File: src/logic/seq_pkg.sv
// Shared constants and types for the program sequencer
package seq_pkg;
    // Address counter width and stack depth
    localparam int ADDR_W      = 13;
    localparam int STACK_DEPTH = 8;
    localparam int SP_W        = 3;
    // Phases per instruction cycle
    localparam int PHASES      = 4;
    localparam logic [1:0] PH_FETCH = 2'h3;
    // Data-memory offset of the low byte
    localparam logic [7:0] LOWBYTE_ADDR = 8'h06;
    // Vector addresses
    localparam logic [12:0] VEC_RESET = 13'h0000;
    localparam logic [12:0] VEC_EXT   = 13'h0004;
    localparam logic [12:0] VEC_TMR0  = 13'h0008;
    localparam logic [12:0] VEC_TMR1  = 13'h000c;
    localparam logic [12:0] VEC_MULTI = 13'h0010;
    localparam logic [12:0] VEC_ADC   = 13'h0014;
    localparam logic [12:0] VEC_TOUCH = 13'h0018;
    // Wake-up delays in system clock periods
    localparam int WAKE_LONG  = 1024;
    localparam int WAKE_SHORT = 2;
    localparam logic [10:0] WAKE_LONG_CNT  = 11'(WAKE_LONG);
    localparam logic [10:0] WAKE_SHORT_CNT = 11'(WAKE_SHORT);

    // Control-transfer command from the decoder
    typedef enum logic [2:0] {
        CMD_NONE, CMD_JUMP, CMD_CALL, CMD_RET, CMD_SKIP
    } seq_cmd_t;

    // Decoder request bundle
    typedef struct packed {
        seq_cmd_t    cmd;
        logic [12:0] target;
    } seq_req_t;

    // Register port bundle
    typedef struct packed {
        logic [7:0] addr;
        logic [7:0] wdata;
        logic       wr;
        logic       rd;
    } reg_req_t;
endpackage

File: src/logic/phase_gen.sv
// Four-phase instruction cycle generator
`timescale 1ns/10ps
module phase_gen (
    // Clock and reset
    input  wire logic       mclk_in,
    input  wire logic       sys_rst_in,
    // Hold while starting up
    input  wire logic       hold_in,
    // Phase outputs
    output logic [1:0]      phase_out,
    output logic [3:0]      phase_onehot_out
);
    // Phase counter; frozen at phase 0 while held
    always_ff @(posedge mclk_in or posedge sys_rst_in) begin
        if (sys_rst_in) begin
            phase_out <= 2'h0;
        end else if (hold_in) begin
            phase_out <= 2'h0;
        end else begin
            phase_out <= phase_out + 2'h1;
        end
    end

    // Non-overlapping one-hot phases
    always_ff @(posedge mclk_in or posedge sys_rst_in) begin
        if (sys_rst_in) begin
            phase_onehot_out <= 4'h1;
        end else if (hold_in) begin
            phase_onehot_out <= 4'h1;
        end else begin
            phase_onehot_out <= {phase_onehot_out[2:0],
                                 phase_onehot_out[3]};
        end
    end
endmodule

File: src/logic/ret_stack.sv
// Eight-level return address stack, registered read
`timescale 1ns/10ps
module ret_stack #(
    parameter int DEPTH = seq_pkg::STACK_DEPTH,
    parameter int AW    = seq_pkg::ADDR_W
) (
    // Clock and reset
    input  wire logic          mclk_in,
    input  wire logic          sys_rst_in,
    // Push and pop
    input  wire logic          push_in,
    input  wire logic          pop_in,
    input  wire logic [AW-1:0] push_data_in,
    // Top entry and fill state
    output logic [AW-1:0]      top_out,
    output logic               full_out
);
    localparam int PW = $clog2(DEPTH);
    logic [AW-1:0] mem [DEPTH];
    logic [PW-1:0] sp;
    logic [PW:0]   count;

    // Circular store; overflow silently drops the oldest entry
    always_ff @(posedge mclk_in) begin
        if (push_in) begin
            mem[sp] <= push_data_in;
        end
    end

    // Pointer and occupancy
    always_ff @(posedge mclk_in or posedge sys_rst_in) begin
        if (sys_rst_in) begin
            sp    <= '0;
            count <= '0;
        end else if (push_in) begin
            sp <= sp + PW'(1);
            if (count != (PW+1)'(DEPTH)) begin
                count <= count + (PW+1)'(1);
            end
        end else if (pop_in) begin
            sp <= sp - PW'(1);
            if (count != '0) begin
                count <= count - (PW+1)'(1);
            end
        end
    end

    // Registered top-of-stack read
    always_ff @(posedge mclk_in or posedge sys_rst_in) begin
        if (sys_rst_in) begin
            top_out  <= '0;
            full_out <= 1'b0;
        end else begin
            top_out  <= push_in ? push_data_in : mem[sp - PW'(1)];
            full_out <= (count == (PW+1)'(DEPTH));
        end
    end
endmodule

File: src/logic/program_sequencer.sv
// Instruction sequencer: phases, pipeline, address counter, wake delay
`timescale 1ns/10ps
module program_sequencer (
    // Clock and reset
    input  wire logic              mclk_in,
    input  wire logic              sys_rst_in,
    // Program memory
    input  wire logic [15:0]       rom_data_in,
    output logic [12:0]            rom_addr_out,
    output logic                   rom_rd_out,
    // Decoder side
    input  wire seq_pkg::seq_req_t dec_req_in,
    input  wire logic              skip_met_in,
    output logic [15:0]            instr_out,
    output logic                   instr_valid_out,
    output logic                   exec_strobe_out,
    // Interrupt acknowledge
    input  wire logic              irq_req_in,
    input  wire logic [2:0]        irq_src_in,
    output logic                   irq_ack_out,
    // Register port
    input  wire seq_pkg::reg_req_t reg_in,
    output logic [7:0]             reg_rdata_out,
    // Power management
    input  wire logic              wake_in,
    input  wire logic              osc_rc_in,
    input  wire logic              short_start_in,
    output logic                   running_out,
    // Current instruction cycle phase
    output logic [1:0]             phase_out
);

    ////////////////////////////////////////////////////////////////////
    // Declarations
    logic [12:0] pc;
    logic [12:0] next_pc;
    logic [1:0]  phase;
    logic [3:0]  phase_oh;
    logic        flush;
    logic        next_flush;
    logic        holding;
    logic [10:0] wake_cnt;
    logic        push;
    logic        pop;
    logic [12:0] stack_top;
    logic        stack_full;
    logic        lowbyte_wr;
    logic        end_cycle;
    logic        take_irq;
    logic [7:0]  lowbyte_wdata;
    logic        lowbyte_pend;
    logic [2:0]  irq_src;

    // Vector lookup by interrupt source number
    function automatic logic [12:0] vector_of(input logic [2:0] src);
        unique case (src)
            3'h1:    vector_of = seq_pkg::VEC_EXT;
            3'h2:    vector_of = seq_pkg::VEC_TMR0;
            3'h3:    vector_of = seq_pkg::VEC_TMR1;
            3'h4:    vector_of = seq_pkg::VEC_MULTI;
            3'h5:    vector_of = seq_pkg::VEC_ADC;
            3'h6:    vector_of = seq_pkg::VEC_TOUCH;
            default: vector_of = seq_pkg::VEC_RESET;
        endcase
    endfunction

    ////////////////////////////////////////////////////////////////////
    // Phase generation
    phase_gen u_phase (
        .mclk_in          (mclk_in),
        .sys_rst_in       (sys_rst_in),
        .hold_in          (holding),
        .phase_out        (phase),
        .phase_onehot_out (phase_oh)
    );

    assign end_cycle = ~holding & (phase == seq_pkg::PH_FETCH);
    // Low-byte write decode
    assign lowbyte_wr = reg_in.wr & (reg_in.addr == seq_pkg::LOWBYTE_ADDR);
    // Interrupts are held off by a full stack and during dummy cycles
    assign take_irq = end_cycle & ~flush
                    & ~stack_full & (dec_req_in.cmd == seq_pkg::CMD_NONE)
                    & ~lowbyte_pend & irq_req_in;

    ////////////////////////////////////////////////////////////////////
    // Wake-up start-up delay
    always_ff @(posedge mclk_in or posedge sys_rst_in) begin
        if (sys_rst_in) begin
            holding  <= 1'b0;
            wake_cnt <= 11'h000;
        end else if (wake_in && !holding) begin
            holding <= 1'b1;
            // Crystal always uses the long wait
            if (osc_rc_in && short_start_in) begin
                wake_cnt <= seq_pkg::WAKE_SHORT_CNT - 11'h001;
            end else begin
                wake_cnt <= seq_pkg::WAKE_LONG_CNT - 11'h001;
            end
        end else if (holding) begin
            if (wake_cnt == 11'h000) begin
                holding <= 1'b0;
            end else begin
                wake_cnt <= wake_cnt - 11'h001;
            end
        end
    end

    ////////////////////////////////////////////////////////////////////
    // Pending low-byte write, applied at the next cycle boundary
    always_ff @(posedge mclk_in or posedge sys_rst_in) begin
        if (sys_rst_in) begin
            lowbyte_pend  <= 1'b0;
            lowbyte_wdata <= 8'h00;
        end else if (lowbyte_wr) begin
            lowbyte_pend  <= 1'b1;
            lowbyte_wdata <= reg_in.wdata;
        end else if (end_cycle) begin
            lowbyte_pend <= 1'b0;
        end
    end

    assign irq_src = irq_src_in;

    ////////////////////////////////////////////////////////////////////
    // Next counter value and pipeline flush
    always_comb begin
        next_pc    = pc + 13'h0001;
        next_flush = 1'b0;
        push       = 1'b0;
        pop        = 1'b0;
        if (lowbyte_pend) begin
            // Short jump stays in the current page
            next_pc    = {pc[12:8], lowbyte_wdata};
            next_flush = 1'b1;
        end else if (flush) begin
            // Dummy cycle still fetches the target
            next_pc = pc + 13'h0001;
        end else if (take_irq) begin
            next_pc    = vector_of(irq_src);
            next_flush = 1'b1;
            push       = 1'b1;
        end else begin
            unique case (dec_req_in.cmd)
                seq_pkg::CMD_JUMP: begin
                    next_pc    = dec_req_in.target;
                    next_flush = 1'b1;
                end
                seq_pkg::CMD_CALL: begin
                    next_pc    = dec_req_in.target;
                    next_flush = 1'b1;
                    push       = 1'b1;
                end
                seq_pkg::CMD_RET: begin
                    next_pc    = stack_top;
                    next_flush = 1'b1;
                    pop        = 1'b1;
                end
                seq_pkg::CMD_SKIP: begin
                    // Prefetched word is dropped only when the skip is met, fetch goes on
                    next_flush = skip_met_in;
                end
                default: begin
                    next_pc = pc + 13'h0001;
                end
            endcase
        end
    end

    ////////////////////////////////////////////////////////////////////
    // Return stack
    ret_stack u_stack (
        .mclk_in      (mclk_in),
        .sys_rst_in   (sys_rst_in),
        .push_in      (push & end_cycle),
        .pop_in       (pop & end_cycle),
        .push_data_in (pc),
        .top_out      (stack_top),
        .full_out     (stack_full)
    );

    ////////////////////////////////////////////////////////////////////
    // Address counter; reset loads the reset vector
    always_ff @(posedge mclk_in or posedge sys_rst_in) begin
        if (sys_rst_in) begin
            pc    <= seq_pkg::VEC_RESET;
            flush <= 1'b1;
        end else if (end_cycle) begin
            pc    <= next_pc;
            flush <= next_flush;
        end
    end

    // Fetch: word latched while the previous one executes
    always_ff @(posedge mclk_in or posedge sys_rst_in) begin
        if (sys_rst_in) begin
            instr_out       <= 16'h0000;
            instr_valid_out <= 1'b0;
        end else if (end_cycle) begin
            instr_out       <= rom_data_in;
            instr_valid_out <= ~next_flush;
        end
    end

    // Program memory address follows the counter
    always_ff @(posedge mclk_in or posedge sys_rst_in) begin
        if (sys_rst_in) begin
            rom_addr_out <= 13'h0000;
            rom_rd_out   <= 1'b0;
        end else begin
            rom_addr_out <= end_cycle ? next_pc : pc;
            rom_rd_out   <= ~holding & (phase == 2'h2);
        end
    end

    // Strobes and status
    always_ff @(posedge mclk_in or posedge sys_rst_in) begin
        if (sys_rst_in) begin
            exec_strobe_out <= 1'b0;
            irq_ack_out     <= 1'b0;
            running_out     <= 1'b0;
            phase_out       <= 2'h0;
        end else begin
            exec_strobe_out <= end_cycle & ~flush;
            irq_ack_out     <= take_irq;
            // Low exactly while the wait holds, so it follows holding's next
            running_out     <= ~((wake_in & ~holding)
                               | (holding & (wake_cnt != 11'h000)));
            phase_out       <= phase;
        end
    end

    // Register read returns the low byte one cycle later
    always_ff @(posedge mclk_in or posedge sys_rst_in) begin
        if (sys_rst_in) begin
            reg_rdata_out <= 8'h00;
        end else if (reg_in.rd && reg_in.addr == seq_pkg::LOWBYTE_ADDR) begin
            reg_rdata_out <= pc[7:0];
        end else begin
            reg_rdata_out <= 8'h00;
        end
    end
endmodule

File: config.mk
export PLATFORM = sky130hd
export DESIGN_NAME = program_sequencer
export DESIGN_NICKNAME = d
export VERILOG_FILES = /design/src/logic/seq_pkg.sv /design/src/logic/phase_gen.sv /design/src/logic/ret_stack.sv /design/src/logic/program_sequencer.sv
export SDC_FILE = /design/constraint.sdc
export NUM_CORES = 1
export LEC_CHECK = 0
export ABC_AREA = 0
export BUFFER_PORTS_ARGS = -buffer_cell sky130_fd_sc_hd__buf_2
export CAP_MARGIN = 20
export CORE_UTILIZATION = 35
export DETAILED_ROUTE_END_ITERATION = 10
export GPL_TIMING_DRIVEN = 0
export PLACE_DENSITY = 0.57
export SYNTH_ARGS = -nofsm -noshare
export SYNTH_HDL_FRONTEND = slang
export SYNTH_HIERARCHICAL = 1
export SYNTH_SLANG_ARGS = --single-unit
File: constraint.sdc
create_clock -name mclk_in -period 4.3 [get_ports mclk_in]
set_input_delay 0.43 -clock mclk_in [delete_from_list [all_inputs] [get_ports mclk_in]]
set_output_delay 0.43 -clock mclk_in [all_outputs]
set_load 0.01 [all_outputs]
==> summary.txt <==
Status
  • Outcome: finished clean

Placement
  • Final weighted congestion in routability-driven placement: 0.828
  • Pre-CTS setup slack: about 440 ps
  • Detailed Place HPWL: 15.0 mm
  • Count of input and output buffers: approximately 100

Worst setup path
  • CP required: 4450 ps
  • Highest fanout seen on the critical path: 10
  • Capture point of the critical path: u_stack/mem[4][5]
  • Setup slack of the worst register-to-register path: roughly 410 ps
  • Kind of launch point of the worst setup path: flip-flop
  • Worst r2r path cells: 9
  • Critical Path End Type: flip-flop
  • Arrival time worst endpoint: 4040 ps
  • Capture instance of the worst register-to-register path: u_stack/mem[4][5]
  • Setup crit start: holding
  • Startpoint of the lowest-slack register-to-register path: holding
  • Path type of the worst setup path: reg -> reg

Timing
  • Min cycle time layout: 3890 ps
  • Worst-case setup margin in the final layout: 413 ps
  • Actual transition at the worst max-transition pin: 900 ps
  • Max-slew headroom at the worst pin: 0.399
  • Min Hold Slack: approximately 180 ps
  • Fin Clk Skew: ~11 ps
  • Final hold viol count: 0
  • Setup TNS: 0 ps
  • RSZ-0062 raised after global routing: no
  • Highest Clock Rate: between 200 and 300 MHz
  • Count of final max-slew check failures: 0
  • Period utilization: 0.904
  • Final setup violation count: 0

Route
  • DRC violation count after routing: 0
  • Total via count in the routed design: 5819
  • Number of detailed-route iterations in the first pass: 5
  • Wire per inst: 19.0 µm
  • Routed Wire Length: 21.3 mm
  • Violation count after the first detailed-route iteration: 431
  • DRT antenna net count: 0
  • Vias per Instance: 5.17

GRT
  • Global-route wire length before repair: 33.7 mm
  • Global-route usage over all layers: 0.174
  • Pin count of the biggest net entering global routing: 67
  • Leftover overflow at the end of global routing: 0
  • Via count of the first global-routing pass: 5785
  • Initial antenna violation count: 0

Clock tree
  • CTS Buf Count: 17
  • Clock latency on the worst-skew pair: approximately 440 ps
  • Clock sink count: 193
  • Clock Tree Root: sky130_fd_sc_hd__clkbuf_16
  • Deepest level of the CTS H-tree: 4
  • Register clock-pin slew on the reported worst setup and hold paths: approximately 80 ps
  • CTS resizes: 0
  • Max clock buf depth: 2
  • TritonCTS clock tree: done

Power and ir drop
  • Post-route total power: 4.02 mW
  • Pwr/cell area: 390 nW/µm²
  • Worst VDD drop: roughly 0.23 mV
  • Leakage power: between 3 and 4 nW

Floorplanning
  • Core region area: 24300 µm²
  • Initial core utilization: 0.357
  • Die width: 160 µm
  • Height of the chip: 160 µm
  • Count of standard-cell rows: 57
  • I/O Pins: 104
  • Full die area: 25500 µm²

Logic synthesis
  • Count of synthesis-stage warnings from yosys: 6
  • Syn nets: 728
  • Post-synthesis instance area: 8690 µm²
  • Mapped Avg Cell Area: 13.2 µm²
  • Post-Synthesis Cells: 660

Final layout
  • Number of diodes added for antenna fixing: 0
  • Sequential cell area: about 5400 µm²
  • Layout overhead on the synthesized area: 18.6%
  • Final #Nets: 856
  • Share of final-layout standard cells stronger than drive strength 1: 0.260
  • Total area of multi-input combinational cells: 3060 µm²
  • Number of inserted filler cells in the final layout: 2271
  • Top library cells by usage in the layout, fill and taps aside: sky130_fd_sc_hd__buf_2, sky130_fd_sc_hd__edfxtp_1, sky130_fd_sc_hd__dfrtp_1, sky130_fd_sc_hd__nand2_1, sky130_fd_sc_hd__nor2_1
  • Most common cell after layout, fill and taps aside: sky130_fd_sc_hd__buf_2

Worst hold path
  • Hold Path Depth: 3
  • Hold Path Class: in -> reg

Run
  • Number of max-cap violations: 0
## state kept, by name, indices dropped and copies added (netlist names), 2 cells and up
register / flops
reg_rdata_out: 8
rom_addr_out: 13
u_stack/top_out: 13
u_stack/sp: 3
u_stack/count: 4
wake_cnt: 11
u_stack/mem: 104
instr_out: 16
u_phase/phase_out: 2
phase_out: 2
lowbyte_wdata: 8
## layout make-up
class | count | share of cell area
flip-flops and latches | 193 | 0.519
multi-input cells | 408 | 0.297
repair buffers | 109 | 0.0568
clock buffers | 17 | 0.0413
well taps | 324 | 0.0393
plain buffers | 36 | 0.0202
clock inverters | 15 | 0.0172
inverters | 23 | 0.00862
## metal layers
metal | routed length [µm] | track usage | vias to the layer above
met3 | 1230 | 0.0445 | 11
li1 | - | - | 2734
met2 | 10300 | 0.282 | 180
met4 | 170 | 0.0354 | 0
met1 | 9680 | 0.236 | 2894
met5 | 0 | 0 | -
## power breakdown
group | total [mW] | switching (mW) | internal (mW)
Clock | 1.60 | 0.803 | 0.792
Combinational | 0.352 | 0.186 | 0.167
Sequential | 2.07 | 0.0747 | 2.00
## stage by stage
step,cells,instance area (µm²),util
after global routing,1125,10300,0.424
after detailed placement,1092,9690,0.399
after CTS,1125,10300,0.424
after floorplan,660,8690,-
after global placement,1087,9610,0.395
final,1125,10300,0.424
## worst max-delay path: stages, from the launching register on
cell and delay (ps):
sky130_fd_sc_hd__dfrtp_1 450, sky130_fd_sc_hd__nand3b_1 290, sky130_fd_sc_hd__clkbuf_1 310, sky130_fd_sc_hd__buf_1 340
sky130_fd_sc_hd__nor3_1 310, sky130_fd_sc_hd__buf_2 270, sky130_fd_sc_hd__buf_1 420, sky130_fd_sc_hd__nand2_1 260
sky130_fd_sc_hd__nor3_2 700, sky130_fd_sc_hd__buf_6 250
## timing repair
item	in CTS	in global routing
hold buffers	1	0
hold endpoints to repair	2	0
setup buffers	0	0
## worst min-delay path by stage
stage,slack [ps],end,from
3_3_place_gp,300,u_phase/phase_out[0],sys_rst_in
2_1_floorplan,170,u_phase/phase_out[0],sys_rst_in
4_1_cts,160,instr_out[5],rom_data_in[5]
3_5_place_dp,320,u_phase/phase_out[0],sys_rst_in
5_1_grt,170,instr_out[4],rom_data_in[4]
6_report,180,instr_out[6],rom_data_in[6]
Power figures use the tool's default switching activity.
